===== src/hw/ddr_wtp_pkg.sv =====
// constants and types for the ddr write-turnaround and precharge block
package ddr_wtp_pkg;
    localparam int NBANK                = 4;
    localparam int CNT_W                = 8;
    localparam int ADDR_W               = 13;
    localparam int COL_W                = 10;
    localparam int DQ_W                 = 16;
    localparam int PRECHARGE_SELECT_BIT = 10;
    localparam int WB_ADR_W             = 4;
    // register byte offsets
    localparam logic [3:0] CFG_OFS  = 4'h0;
    localparam logic [3:0] TIME_OFS = 4'h4;
    localparam logic [3:0] STAT_OFS = 4'h8;
    // field positions
    localparam int TRP_LSB   = 0;
    localparam int ACTIVATE_TO_PRECHARGE_MIN_LSB  = 8;
    localparam int TWR_LSB   = 16;
    localparam int ST_ACT_BIT = 8;
    localparam int ST_AP_LSB = 12;
    // reset values, timers in link clock cycles
    localparam logic [1:0] BL_RST   = 2'h2;
    localparam logic [7:0] TRP_RST  = 8'h03;
    localparam logic [7:0] ACTIVATE_TO_PRECHARGE_MIN_RST = 8'h08;
    localparam logic [7:0] TWR_RST  = 8'h02;
    // burst length codes
    localparam logic [1:0] BL_CODE_2 = 2'h1;
    localparam logic [1:0] BL_CODE_4 = 2'h2;
    localparam logic [1:0] BL_CODE_8 = 2'h3;
    localparam logic [3:0] BL_ELEM_2 = 4'h2;
    localparam logic [3:0] BL_ELEM_4 = 4'h4;
    localparam logic [3:0] BL_ELEM_8 = 4'h8;
    // command code is {row strobe, column strobe, write enable}, all active low
    typedef enum logic [2:0] {
        CMD_NOP   = 3'b111,
        CMD_ACT   = 3'b011,
        CMD_READ  = 3'b101,
        CMD_WRITE = 3'b100,
        CMD_PRE   = 3'b010
    } cmd_t;
    typedef enum logic [1:0] {
        B_IDLE = 2'b00,
        B_ACT  = 2'b01,
        B_PRE  = 2'b10
    } bank_state_t;
endpackage


===== src/hw/ddr_wr_turnaround.sv =====
// ddr device-side write capture, bank precharge and auto precharge logic
//
// Local design decisions: the address map and register access over Wishbone.
`timescale 1ns/1ps
`default_nettype none
module ddr_wr_turnaround
    import ddr_wtp_pkg::*;
#(
    parameter int BANKS = NBANK,
    parameter int CW    = CNT_W
) (
    // system
    input  wire logic                          clk_i,
    input  wire logic                          rst_i,
    // wishbone slave
    input  wire logic                          cyc_i,
    input  wire logic                          stb_i,
    input  wire logic                          we_i,
    input  wire logic [ddr_wtp_pkg::WB_ADR_W-1:0] adr_i,
    input  wire logic [3:0]                    sel_i,
    input  wire logic [31:0]                   dat_i,
    output logic      [31:0]                   dat_o,
    output logic                               ack_o,
    // memory link pins
    input  wire logic                          ck_i,
    input  wire logic                          cs_n_i,
    input  wire logic                          ras_n_i,
    input  wire logic                          cas_n_i,
    input  wire logic                          we_n_i,
    input  wire logic [ddr_wtp_pkg::ADDR_W-1:0] addr_i,
    input  wire logic                          bank_select_low_i,
    input  wire logic                          bank_select_high_i,
    input  wire logic [ddr_wtp_pkg::DQ_W-1:0]  dq_i,
    input  wire logic [1:0]                    data_mask_input_i,
    input  wire logic                          lower_byte_strobe_i,
    input  wire logic                          upper_byte_strobe_i,
    // array write port and bank view
    output logic                               wr_valid_o,
    output logic [1:0]                         wr_bank_o,
    output logic [ddr_wtp_pkg::COL_W-1:0]      wr_col_o,
    output logic [ddr_wtp_pkg::DQ_W-1:0]       wr_data_o,
    output logic [1:0]                         wr_be_o,
    output logic [2*ddr_wtp_pkg::NBANK-1:0]    bank_state_o
);
    import ddr_wtp_pkg::*;

    if (BANKS != NBANK || CW < 4) begin : g_chk
        $error("unsupported bank count or counter width");
    end

    function automatic cmd_t decode(input logic cs_n, input logic [2:0] rcw);
        cmd_t c;
        c = CMD_NOP;
        if (!cs_n) begin
            unique case (rcw)
                CMD_ACT:   c = CMD_ACT;
                CMD_READ:  c = CMD_READ;
                CMD_WRITE: c = CMD_WRITE;
                CMD_PRE:   c = CMD_PRE;
                default:   c = CMD_NOP;
            endcase
        end
        return c;
    endfunction

    function automatic logic [3:0] bl_elems(input logic [1:0] code);
        logic [3:0] n;
        n = BL_ELEM_2;
        if (code == BL_CODE_4) n = BL_ELEM_4;
        if (code == BL_CODE_8) n = BL_ELEM_8;
        return n;
    endfunction

    function automatic logic [31:0] merge(input logic [31:0] old, input logic [31:0] nw,
                                          input logic [3:0] sel);
        logic [31:0] r;
        r = old;
        for (int i = 0; i < 4; i++) begin
            if (sel[i]) r[8*i +: 8] = nw[8*i +: 8];
        end
        return r;
    endfunction

    // two-stage synchronisers; only the second stage is read
    // command pins, address, bank select, data, mask, strobes
    localparam int SY_W = 5 + ADDR_W + 2 + DQ_W + 2 + 2;
    logic [SY_W-1:0] sy_in;
    logic [SY_W-1:0] sy1_reg;
    logic [SY_W-1:0] sy2_reg;
    logic            ck_s, cs_s, ras_s, cas_s, we_s, ls_s, us_s;
    logic [ADDR_W-1:0] addr_s;
    logic [1:0]      ba_s;
    logic [DQ_W-1:0] dq_s;
    logic [1:0]      dm_s;
    logic            ck_d_reg, ls_d_reg, us_d_reg;

    assign sy_in = {ck_i, cs_n_i, ras_n_i, cas_n_i, we_n_i, addr_i,
                    bank_select_high_i, bank_select_low_i, dq_i, data_mask_input_i,
                    lower_byte_strobe_i, upper_byte_strobe_i};
    assign {ck_s, cs_s, ras_s, cas_s, we_s, addr_s, ba_s, dq_s, dm_s, ls_s, us_s} = sy2_reg;

    always_ff @(posedge clk_i) begin
        if (rst_i) begin
            sy1_reg  <= '0;
            sy2_reg  <= '0;
            ck_d_reg <= 1'b0;
            ls_d_reg <= 1'b0;
            us_d_reg <= 1'b0;
        end else begin
            sy1_reg  <= sy_in;
            sy2_reg  <= sy1_reg;
            ck_d_reg <= ck_s;
            ls_d_reg <= ls_s;
            us_d_reg <= us_s;
        end
    end

    logic ck_rise, l_edge, u_edge, l_rise, u_rise, a10;
    cmd_t cmd;
    assign ck_rise = ck_s & ~ck_d_reg;
    assign l_edge  = ls_s ^ ls_d_reg;
    assign u_edge  = us_s ^ us_d_reg;
    assign l_rise  = ls_s & ~ls_d_reg;
    assign u_rise  = us_s & ~us_d_reg;
    assign a10     = addr_s[PRECHARGE_SELECT_BIT];
    assign cmd     = ck_rise ? decode(cs_s, {ras_s, cas_s, we_s}) : CMD_NOP;

    // register file
    logic [1:0]  bl_reg, bl_next;
    logic [31:0] time_reg, time_next;
    logic        ack_reg, ack_next;
    logic [31:0] rd_reg, rd_next;
    logic [CW-1:0] precharge_period, activate_to_precharge_min, write_recovery_time;
    logic [3:0]  blen;
    logic        burst_reg;
    logic [BANKS-1:0] ap_reg;
    bank_state_t st_reg [BANKS];

    assign precharge_period  = CW'(time_reg[TRP_LSB +: 8]);
    assign activate_to_precharge_min = CW'(time_reg[ACTIVATE_TO_PRECHARGE_MIN_LSB +: 8]);
    assign write_recovery_time  = CW'(time_reg[TWR_LSB +: 8]);
    assign blen = bl_elems(bl_reg);

    always_comb begin
        bl_next   = bl_reg;
        time_next = time_reg;
        rd_next   = rd_reg;
        ack_next  = cyc_i & stb_i & ~ack_reg;
        if (ack_next) begin
            rd_next = '0;
            unique case (adr_i)
                CFG_OFS: begin
                    rd_next[1:0] = bl_reg;
                    if (we_i) bl_next = 2'(merge({30'h0, bl_reg}, dat_i, sel_i));
                end
                TIME_OFS: begin
                    rd_next = time_reg;
                    if (we_i) time_next = merge(time_reg, dat_i, sel_i);
                end
                STAT_OFS: begin
                    for (int b = 0; b < BANKS; b++) rd_next[2*b +: 2] = st_reg[b];
                    rd_next[ST_ACT_BIT] = burst_reg;
                    rd_next[ST_AP_LSB +: BANKS] = ap_reg;
                end
                default: rd_next = '0;
            endcase
        end
    end

    always_ff @(posedge clk_i) begin
        if (rst_i) begin
            bl_reg   <= BL_RST;
            time_reg <= {8'h00, TWR_RST, ACTIVATE_TO_PRECHARGE_MIN_RST, TRP_RST};
            ack_reg  <= 1'b0;
            rd_reg   <= '0;
        end else begin
            bl_reg   <= bl_next;
            time_reg <= time_next;
            ack_reg  <= ack_next;
            rd_reg   <= rd_next;
        end
    end
    assign ack_o = ack_reg;
    assign dat_o = rd_reg;

    // per-bank state and timers
    bank_state_t   st_next [BANKS];
    logic [CW-1:0] ras_reg [BANKS], ras_next [BANKS];
    logic [CW-1:0] rp_reg  [BANKS], rp_next  [BANKS];
    logic [CW-1:0] apw_reg [BANKS], apw_next [BANKS];
    logic [BANKS-1:0] ap_next;
    logic [2*BANKS-1:0] bso_next, bso_reg;

    always_comb begin
        for (int b = 0; b < BANKS; b++) begin
            st_next[b]  = st_reg[b];
            ras_next[b] = ras_reg[b];
            rp_next[b]  = rp_reg[b];
            apw_next[b] = apw_reg[b];
            ap_next[b]  = ap_reg[b];
            if (ck_rise) begin
                if (ras_reg[b] != '0) ras_next[b] = ras_reg[b] - 1'b1;
                if (rp_reg[b] != '0)  rp_next[b]  = rp_reg[b] - 1'b1;
                if (apw_reg[b] != '0) apw_next[b] = apw_reg[b] - 1'b1;
            end
            unique case (st_reg[b])
                B_IDLE: begin
                    if (cmd == CMD_ACT && ba_s == 2'(b)) begin
                        st_next[b]  = B_ACT;
                        ras_next[b] = activate_to_precharge_min;
                    end
                end
                B_ACT: begin
                    // auto precharge waits for burst end and the activate minimum
                    if (ap_reg[b] && apw_reg[b] == '0 && ras_reg[b] == '0) begin
                        st_next[b] = B_PRE;
                        rp_next[b] = precharge_period;
                        ap_next[b] = 1'b0;
                    end else if (cmd == CMD_PRE && (a10 || ba_s == 2'(b))) begin
                        st_next[b] = B_PRE;
                        rp_next[b] = precharge_period;
                        ap_next[b] = 1'b0;
                    end else if ((cmd == CMD_READ || cmd == CMD_WRITE) && ba_s == 2'(b)
                                 && a10) begin
                        ap_next[b]  = 1'b1;
                        apw_next[b] = (cmd == CMD_READ) ? CW'(blen >> 1)
                                    : CW'(blen >> 1) + write_recovery_time + CW'(1);
                    end
                end
                B_PRE: begin
                    // a precharge here is ignored; bank idles once the period runs out
                    if (rp_reg[b] == '0) st_next[b] = B_IDLE;
                end
                default: st_next[b] = B_IDLE;
            endcase
            bso_next[2*b +: 2] = st_next[b];
        end
    end

    always_ff @(posedge clk_i) begin
        if (rst_i) begin
            for (int b = 0; b < BANKS; b++) begin
                st_reg[b]  <= B_IDLE;
                ras_reg[b] <= '0;
                rp_reg[b]  <= '0;
                apw_reg[b] <= '0;
            end
            ap_reg  <= '0;
            bso_reg <= '0;
        end else begin
            st_reg  <= st_next;
            ras_reg <= ras_next;
            rp_reg  <= rp_next;
            apw_reg <= apw_next;
            ap_reg  <= ap_next;
            bso_reg <= bso_next;
        end
    end
    assign bank_state_o = bso_reg;

    // write burst capture; both lanes share the column counter, so the upper
    // strobe must edge in the same sample as the lower one
    logic          armed_reg, armed_next, burst_next;
    logic [3:0]    rem_reg, rem_next;
    logic [COL_W-1:0] col_reg, col_next;
    logic [1:0]    bk_reg, bk_next;
    logic          l_take, u_take;
    logic          wv_next;
    logic [1:0]    wbe_next, wbk_next;
    logic [COL_W-1:0] wc_next;
    logic [DQ_W-1:0]  wd_next;

    assign l_take = burst_reg & l_edge & (armed_reg | l_rise);
    assign u_take = burst_reg & u_edge & (armed_reg | u_rise);

    always_comb begin
        burst_next = burst_reg;
        armed_next = armed_reg;
        rem_next   = rem_reg;
        col_next   = col_reg;
        bk_next    = bk_reg;
        wbe_next   = {u_take & ~dm_s[1], l_take & ~dm_s[0]};
        wv_next    = |wbe_next;
        wbk_next   = wr_bank_o;
        wc_next    = wr_col_o;
        wd_next    = wr_data_o;
        if (l_take | u_take) begin
            wbk_next = bk_reg;
            wc_next  = col_reg;
            if (l_take) wd_next[DQ_W/2-1:0]    = dq_s[DQ_W/2-1:0];
            if (u_take) wd_next[DQ_W-1:DQ_W/2] = dq_s[DQ_W-1:DQ_W/2];
        end
        if (l_take) begin
            armed_next = 1'b1;
            col_next   = col_reg + 1'b1;
            rem_next   = rem_reg - 1'b1;
            if (rem_reg == 4'h1) burst_next = 1'b0;
        end
        // a new write to an open bank restarts capture, truncating any burst
        if (cmd == CMD_WRITE && st_reg[ba_s] == B_ACT) begin
            burst_next = 1'b1;
            armed_next = 1'b0;
            rem_next   = blen;
            col_next   = addr_s[COL_W-1:0];
            bk_next    = ba_s;
        end
    end

    always_ff @(posedge clk_i) begin
        if (rst_i) begin
            burst_reg  <= 1'b0;
            armed_reg  <= 1'b0;
            rem_reg    <= '0;
            col_reg    <= '0;
            bk_reg     <= '0;
            wr_valid_o <= 1'b0;
            wr_be_o    <= '0;
            wr_bank_o  <= '0;
            wr_col_o   <= '0;
            wr_data_o  <= '0;
        end else begin
            burst_reg  <= burst_next;
            armed_reg  <= armed_next;
            rem_reg    <= rem_next;
            col_reg    <= col_next;
            bk_reg     <= bk_next;
            wr_valid_o <= wv_next;
            wr_be_o    <= wbe_next;
            wr_bank_o  <= wbk_next;
            wr_col_o   <= wc_next;
            wr_data_o  <= wd_next;
        end
    end
endmodule
`default_nettype wire


===== config.mk =====
export PLATFORM = sky130hd
export DESIGN_NAME = ddr_wr_turnaround
export DESIGN_NICKNAME = d
export VERILOG_FILES = /design/src/hw/ddr_wtp_pkg.sv /design/src/hw/ddr_wr_turnaround.sv
export SDC_FILE = /design/constraint.sdc
export NUM_CORES = 1
export LEC_CHECK = 0
export BUFFER_PORTS_ARGS = -buffer_cell sky130_fd_sc_hd__buf_2
export CORE_MARGIN = 10
export CORE_UTILIZATION = 40
export DETAILED_ROUTE_END_ITERATION = 16
export GPL_TIMING_DRIVEN = 0
export PLACE_DENSITY = 0.56
export SLEW_MARGIN = 15
export SYNTH_ARGS = -nofsm -noshare
export SYNTH_HDL_FRONTEND = slang
export SYNTH_SLANG_ARGS = --single-unit

===== constraint.sdc =====
create_clock -name clk_i -period 2.75 [get_ports clk_i]
set_input_delay 0.55 -clock clk_i [delete_from_list [all_inputs] [get_ports clk_i]]
set_output_delay 0.55 -clock clk_i [all_outputs]
set_load 0.02 [all_outputs]

# Word-level counts from Yosys, hierarchy flattened
# Index checks and enable logic that the tools add are counted.
[totals]
regBits = 315
word_cells = 302
[classes]
n_addsub = 16
magnitude_cmp = 1
n_eq_ne = 25
n_mux = 113
bitwise_logic = 23
reduce_logical = 80
[ops]
columns = ["cell", "count"]
rows = [
  ["2-to-1 mux 8 bit", 61],
  ["zero test 8 bit", 12],
  ["nonzero test 8 bit", 12],
  ["subtractor 8 x 1 -> 8 bit (second input constant)", 12],
  ["2-to-1 mux 2 bit", 18],
  ["case mux 2 bit (3 select lines)", 5],
  ["logical AND 1 bit", 25],
  ["2-to-1 mux 10 bit", 2],
  ["AND reduction 4 bit", 5],
  ["equality test 2 bit (second input constant)", 8],
  ["2-to-1 mux 16 bit", 1],
  ["2-to-1 mux 1 bit", 15],
  ["case mux 7 bit (2 select lines)", 1],
  ["AND reduction 2 bit", 7],
  ["equality test 2 x 1 -> 1 bit (second input constant)", 6],
  ["equality test 3 x 2 -> 1 bit (second input constant)", 4],
  ["equality test 3 bit (second input constant)", 4],
  ["2-to-1 mux 3 bit", 4],
  ["2-to-1 mux 4 bit", 3],
  ["case mux 3 bit (4 select lines)", 1],
  ["nonzero test 3 bit", 4],
  ["bitwise AND 1 bit", 11],
  ["adder 10 x 1 -> 10 bit (second input constant)", 1],
  ["zero test 2 bit", 5],
  ["17 further kinds", 31],
]

# Longest topological paths before layout
# Gate-level depths: netlist (run 1).
[depth]
depth_word = 12
ltp_mapped = 9
depth_no_buf = 9

# Least setup slack after synthesis (run 1)
# OpenSTA, ideal clock, no wires.
[synth_timing]
path_type = "input -> register"
start = "input stb_i"
end = "register time_reg[0]"
arrival_ns = 1.985
setup_slack_ns = 0.645
path_stages = 4
path_buffers = 0
path_cell_list = "nand3b_1 nor4b_2 nand3_1 a211o_1"
[synth_via]
elab_chain_cells = 3
[synth_lines]
columns = ["element", "line", "source"]
rows = [
  ["start, declared", "ddr_wr_turnaround.sv:17", "input wire logic stb_i,"],
  ["bitwise AND 1 bit (2 in a row)", "ddr_wr_turnaround.sv:148", "ack_next = cyc_i & stb_i & ~ack_reg;"],
  ["AND reduction 4 bit (no line)", "-", ""],
  ["end signal, assigned", "ddr_wr_turnaround.sv:173", "time_reg <= {8'h00, TWR_RST, ACTIVATE_TO_PRECHARGE_MIN_RST, TRP_RST};"],
  ["end signal, assigned", "ddr_wr_turnaround.sv:178", "time_reg <= time_next;"],
  ["end, declared", "ddr_wr_turnaround.sv:130", "logic [31:0] time_reg, time_next;"],
]
# No other way between the ends.
# A chain may end at the register's enable or synchronous reset.

# Final worst setup path (run 1)
[layout_timing]
start = "register ack_reg, in the netlist ack_o"
end = "register time_reg[1]"
[layout_via]
elab_chain_cells = 3
[layout_lines]
columns = ["element", "line", "source"]
rows = [
  ["start, declared", "ddr_wr_turnaround.sv:131", "logic ack_reg, ack_next;"],
  ["start signal, assigned", "ddr_wr_turnaround.sv:179", "ack_reg <= ack_next;"],
  ["inverter 1 bit", "ddr_wr_turnaround.sv:148", ""],
  ["bitwise AND 1 bit", "ddr_wr_turnaround.sv:148", ""],
  ["AND reduction 4 bit (no line)", "-", ""],
]
# No other way between the ends.

==> summary.txt, run 1 <==
Timing
  – Final hold viol count: 0
  – RSZ-0062 raised after global routing: no
  – Rel. slew slack: 0.257
  – Worst-margin pin slew: 1100 ps
  – Max Clock Freq: 369 MHz
  – Final Skew: 11.9 ps
  – Tcrit/Tclk final: 0.985
  – WHS: 233 ps
  – Max Slew Vio Count: 0
  – Final Setup Violations: 0
  – Min Tclk post-route: 2710 ps
  – Setup ws final: 40.3 ps

Yosys
  – Post-synth EDFFs: 0
  – Synth Area in XOR/XNOR: 0.0305
  – Synthesized net count: 1594
  – Top_reg_cell synth: dfxtp_1
  – Yosys reg bits: 303
  – Yosys top cell area share: 0.459
  – Cells after Synth: 1484
  – Post-synthesis sequential area ratio: 0.459
  – Simple logic cell fraction of the synthesized area: 0.238
  – Largest family of logic cells by synthesized area: simple AND/OR/NAND/NOR gates
  – Area share of fa/ha/maj cells after synthesis: 0.0243
  – Area leader, netlist: dfxtp_1
  – Post-synthesis mux area share: 0.0643
  – Synth unique cells: 72
  – Syn. warnings: 0
  – Avg Inst Size Synth: 8.90 um^2
  – Cell area after synthesis: 13200 um^2
  – Synth Area in Compound Gates: 0.142
  – Top cells by area, synth: dfxtp_1 46%, mux2i_1 5.2%, nor2_1 5.2%
  – Post-synth ARST share: 0

Global route
  – Total track usage: 0.202
  – First-pass GRT wire length: 65300 um
  – Vias in the first global route: 11200
  – GRT Residual Overflow: 0
  – Largest net degree at the start of global routing: 20
  – Initial antenna violation count: 4

Placed design
  – DPL Wire Length: 31300 um
  – Count of input and output buffers: 152
  – Placed insts: 2078
  – Setup slack at placement: -637 ps
  – GPL Wtd Cong: 0.917

Route
  – Mean routed wirelength per cell: 19.9 um
  – Iter 0 DRT Violations: 879
  – First-pass iteration count of the detailed router: 5
  – Vias per cell: 5.38
  – Antenna-violating nets left: 0
  – # DRC: 0
  – Detailed-route via count: 11500
  – Routed WL: 42600 um

Floorplan
  – Num ports: 157
  – Die height: 202 um
  – Chip Width: 202 um
  – Core area: 32500 um^2
  – Num rows: 66
  – Die area: 40700 um^2
  – Initial core utilization: 0.406

Finish
  – Fill cells: 3230
  – Most frequent cells in the layout: 303 x dfxtp_1, 184 x nor2_1, 162 x buf_2
  – Flip-flop and latch area: 6070 um^2
  – Core Util, Final: 0.483
  – Final nets: 1784
  – Layout Cells excl Fill: 2137
  – Layout cells sized above 1: 0.153
  – Syn-to-layout area delta: 19.0%
  – Most common cell after layout, fill and taps aside: dfxtp_1
  – Multi-input logic area: 6640 um^2

Setup path
  – Crit path DAT: 3120 ps
  – Worst setup EP type: register
  – CP Max Fanout: 10
  – CP Capture Point: time_reg[1]
  – Critical path class: reg -> reg
  – CP Launch Point: ack_o
  – Worst Path Required: 3160 ps
  – FF-to-FF setup slack: 40 ps
  – Reg-to-Reg Start: ack_o
  – Crit start category: register
  – Crit Reg-Reg Endpoint: time_reg[1]
  – R2r worst-path depth: 4

Clock network
  – Clk_lat worst skew: 520 ps
  – CTS buffer count: 35
  – CTS tree: done
  – Clk root buf: clkbuf_16
  – Htree depth: 2
  – Hold buffers post-CTS: 0
  – Longest Clk Path Bufs: 3
  – Clk pin slew, worst setup/hold paths: 60 ps
  – Clock Sink Count: 303

Worst hold path
  – Min-delay worst type: in -> reg

Power and ir drop
  – Leak pwr: 6.31 nW
  – Max VDD drop: 0.368 mV
  – Power Dens Cells: 627 nW/um^2

Outcome
  – Status: finished clean

Flow run
  – Max-cap viol count: 0
## layer usage
metal  global-route usage  wire [um]
met5                    0         58
met4               0.0714       1380
met2                0.326      19300
met3               0.0448       2870
met1                0.260      18900
## timing repair
action / in CTS / in global routing
pin swaps: 0 / 1
buffers inserted: 0 / 3
endpoints found under the setup margin: 58 / 38
resized for setup: 5 / 8
## metrics by stage
step	area [um^2]	TNS, ps	total power [mW]
CTS	15700	0	9.92
floorplan	13200	0	5.04
global placement	14500	-21840	5.28
finish	15700	0	9.85
global route	15700	0	10.2
detailed placement	14500	-20660	5.29
## Yosys cell counts, types with 9 or more instances
| library cell | instances |
|---|---|
| a211oi_1 | 72 |
| a21oi_1 | 81 |
| a22oi_1 | 32 |
| a31oi_1 | 9 |
| buf_2 | 10 |
| clkbuf_1 | 55 |
| dfxtp_1 | 303 |
| ha_1 | 24 |
| inv_1 | 60 |
| mux2_2 | 12 |
| mux2i_1 | 69 |
| nand2_1 | 119 |
| nand3_1 | 39 |
| nand4_1 | 17 |
| nor2_1 | 184 |
| nor2b_1 | 99 |
| nor3_1 | 32 |
| nor3b_1 | 12 |
| nor4_1 | 25 |
| o211ai_1 | 11 |
| o21ai_0 | 33 |
| or3_1 | 14 |
| or4_1 | 11 |
| xnor2_1 | 27 |
| xor2_1 | 19 |
## area by class of cell
| cell class | instances | share of cell area |
|---|---|---|
| antenna | 1 | 0.000159 |
| buffer | 74 | 0.0199 |
| clock buffer | 45 | 0.0607 |
| clock inverter | 12 | 0.0110 |
| inverter | 60 | 0.0143 |
| multi-input combinational | 1045 | 0.423 |
| sequential | 303 | 0.386 |
| tap | 442 | 0.0352 |
| timing repair buffer | 155 | 0.0499 |
## how the worst min path moves through the flow
| stage | start | end | slack [ps] | cells past startpoint |
|---|---|---|---|---|
| after floorplan | sy2_reg[2] | wr_be_o[0] | 380 | 1 |
| after global placement | sy2_reg[2] | wr_be_o[0] | 410 | 1 |
| after detailed placement | sy2_reg[2] | wr_be_o[0] | 410 | 1 |
| after CTS | dq_i[0] | sy1_reg[4] | 220 | 2 |
| after global routing | bank_select_low_i | sy1_reg[20] | 230 | 2 |
| final | dq_i[0] | sy1_reg[4] | 230 | 2 |
## cell families after synthesis
logic type | Yosys count
DFF | 303
and+or+nand+nor | 612
buffers and inverters | 136
muxes | 82
AOI/OAI and AO/OA | 280
adders and majority gates | 25
xor gates and xnor gates | 46
## critical path: stages, from the launching register on
cell and delay, ps:
dfxtp_1 300, nand3b_1 610, nor4b_4 720, nand3_1 540, a211o_1 430
## report_power, final
group | internal [mW] | total [mW] | switching (mW)
Clock | 2.75 | 4.64 | 1.89
Sequential | 4.49 | 4.56 | 0.0693
Combinational | 0.254 | 0.646 | 0.392
Power figures use the tool's default switching activity.
==> run 2, diff against run 1 <==
- PLACE_DENSITY: 0.56 -> not set
- PLACE_DENSITY_LB_ADDON: not set -> 0.12
==> run 2 against run 1 <==
Net effect:
- register-to-register slack gained 120 ps
- hold slack got worse by 6.5 ps
- clock skew rose by 8.6 ps
- via count is essentially flat
- global-route usage is 0.078 points higher
- utilization grew 0.28 points
- combinational power about the same
- total power is 1.8% higher
- sequential cell count stayed put
- sequential share of layout area decreased by 0.23 points
- critical path type unchanged
==> summary.txt, run 2 (synthesis gave the netlist of run 1 again) <==
Timing
  – WHS: 227 ps (-6.50 ps)
  – Max Clock Freq: 386 MHz (+4.7%)
  – Final Setup Violations: 0 (unchanged)
  – Worst-margin pin slew: 1060 ps (-43.6 ps)
  – Min Tclk post-route: 2590 ps (-121 ps)
  – RSZ-0062 raised after global routing: no
  – Tcrit/Tclk final: 0.941 (-0.0441)
  – Max Slew Vio Count: 0 (unchanged)
  – Rel. slew slack: 0.292 (+0.0359)
  – Setup tns final: 0 ps (unchanged)
  – Final Skew: 20.4 ps (+8.55 ps)
  – Final hold viol count: 0 (unchanged)

Floorplan
  – Initial core utilization: 0.406 (unchanged)
  – Num ports: 157 (unchanged)
  – Die height: 202 um (unchanged)
  – Chip Width: 202 um (unchanged)
  – Num rows: 66 (unchanged)
  – Die area: 40700 um^2 (unchanged)
  – Core area: 32500 um^2 (unchanged)

Finish
  – Final nets: 1784 (unchanged)
  – Most frequent cells in the layout: 303 x dfxtp_1, 184 x nor2_1, 162 x buf_2
  – Flip-flop and latch area: 6070 um^2 (unchanged)
  – Multi-input logic area: 6630 um^2 (-0.13%)
  – Final instance area: 15800 um^2 (+0.59%)
  – Most common cell after layout, fill and taps aside: dfxtp_1
  – Layout cells sized above 1: 0.157 (+0.00376)
  – Syn-to-layout area delta: 19.7%
  – Fill cells: 3243 (+0.40%)

Power and ir drop
  – Max VDD drop: 0.457 mV (+24%)
  – Design Power: 10.0 mW (+1.8%)
  – Power Dens Cells: 634 nW/um^2 (+1.2%)
  – Leak pwr: 6.36 nW (+0.80%)

Setup path
  – Crit path largest cell delay: 500 ps (-220 ps)
  – Worst setup EP type: register
  – Worst Path Required: 3120 ps (-40 ps)
  – R2r worst-path depth: 6 (+2)
  – CP Max Fanout: 10 (unchanged)
  – CP cell instances: clkbuf_1 -> nor4bb_1 -> nand4_1 -> o21ai_0 -> a2bb2oi_1 -> nor2_1
  – Slowest CP cell: nor4bb_1
  – Critical path class: reg -> reg
  – Crit start category: register
  – Crit path DAT: 2960 ps (-160 ps)

Global route
  – Vias in the first global route: 11100 (-0.47%)
  – Total track usage: 0.203 (+0.000783)
  – First-pass GRT wire length: 65400 um (+0.27%)
  – GRT Residual Overflow: 0 (unchanged)
  – Largest net degree at the start of global routing: 20 (unchanged)
  – Initial antenna violation count: 7 (+3)

Route
  – Antenna-violating nets left: 0 (unchanged)
  – First-pass iteration count of the detailed router: 5 (unchanged)
  – # DRC: 0 (unchanged)
  – Iter 0 DRT Violations: 800 (-9.0%)
  – Vias per cell: 5.37 (-0.22%)
  – Routed WL: 42800 um (+0.70%)
  – Mean routed wirelength per cell: 20.0 um (+0.47%)
  – Detailed-route via count: 11500 (+0.0087%)

Clock network
  – CTS tree: done
  – Longest Clk Path Bufs: 3 (unchanged)
  – Hold buffers post-CTS: 0 (unchanged)
  – Clk pin slew, worst setup/hold paths: 60 ps (about the same)
  – Clock Sink Count: 303 (unchanged)
  – Clk_lat worst skew: 530 ps (about the same)
  – Clk root buf: clkbuf_16
  – Htree depth: 2 (unchanged)
  – CTS buffer count: 34 (-2.9%)

Worst hold path
  – Hold path cells: 2 (unchanged)
  – Min-delay worst type: in -> reg

Placed design
  – Count of input and output buffers: 152 (unchanged)
  – GPL Wtd Cong: 0.900 (-1.9%)
  – DPL Wire Length: 31600 um (+1.1%)
  – Cell Area, Placed: 14500 um^2 (+0.10%)

Flow run
  – Max-cap viol count: 0 (unchanged)

Outcome
  – Status: finished clean
## run 2: cell types whose count changed in the layout (fill, tap and decap cells not counted), sizes merged
cell | previous run | this run
bufinv | 3 | 4
clkbuf | 100 | 102
clkinv | 6 | 7
clkinvlp | 0 | 1
diode | 1 | 2
inv | 63 | 62
## run 2: final cells by class
type / count / area share
flip-flops and latches: 303 / 0.384
repair buffers: 156 / 0.0508
well taps: 442 / 0.0350
diodes: 2 / 0.000317
clock inverters: 14 / 0.0137
inverters: 60 / 0.0143
clock buffers: 46 / 0.0624
multi-input cells: 1045 / 0.420
plain buffers: 74 / 0.0200
## run 2: routing by layer
| layer | up-vias | part of all wire | global-route usage |
|---|---|---|---|
| met5 | - | 0.0016 | 0 |
| met4 | 10 | 0.032 | 0.0703 |
| met3 | 90 | 0.072 | 0.0524 |
| met2 | 353 | 0.45 | 0.318 |
| met1 | 5420 | 0.45 | 0.264 |
| li1 | 5621 | - | - |
## run 2: timing repair
item | in CTS | in global routing
resized for setup | 3 | 9
buffers inserted | 0 | 4
pin swaps | 0 | 2
endpoints found under the setup margin | 58 | 57
## run 2: where the power goes
part	total, mW	internal, mW	switching (mW)
clock network	4.81	2.92	1.89
logic	0.648	0.254	0.393
registers	4.56	4.49	0.0687
## run 2: critical path, delay by kind of cell, from the launching register on
family,cells,cell delay [ps]
AND/OR/NAND/NOR,3,1040
buffers and inverters,1,430
AO/OA/AOI/OAI,2,590
flip-flops,1,360
## run 2: worst paths after layout
path	startpoint	end	slack, ps
worst max register to register	sy2_reg[20]	ras_reg[3]	160
worst min-delay path	addr_i[0]	sy1_reg[22]	230
worst min register to register	sy2_reg[2]	wr_be_o[0]	420
worst max-delay path	sy2_reg[20]	ras_reg[3]	160
## run 2: through the flow
step	setup WS, ps	std cells	util
after detailed placement	-590	2078	0.447
after floorplan	645	1484	-
after global placement	-652	2078	0.446
after CTS	10.2	2137	0.484
after global routing	9.43	2141	0.486
final	162	2142	0.486
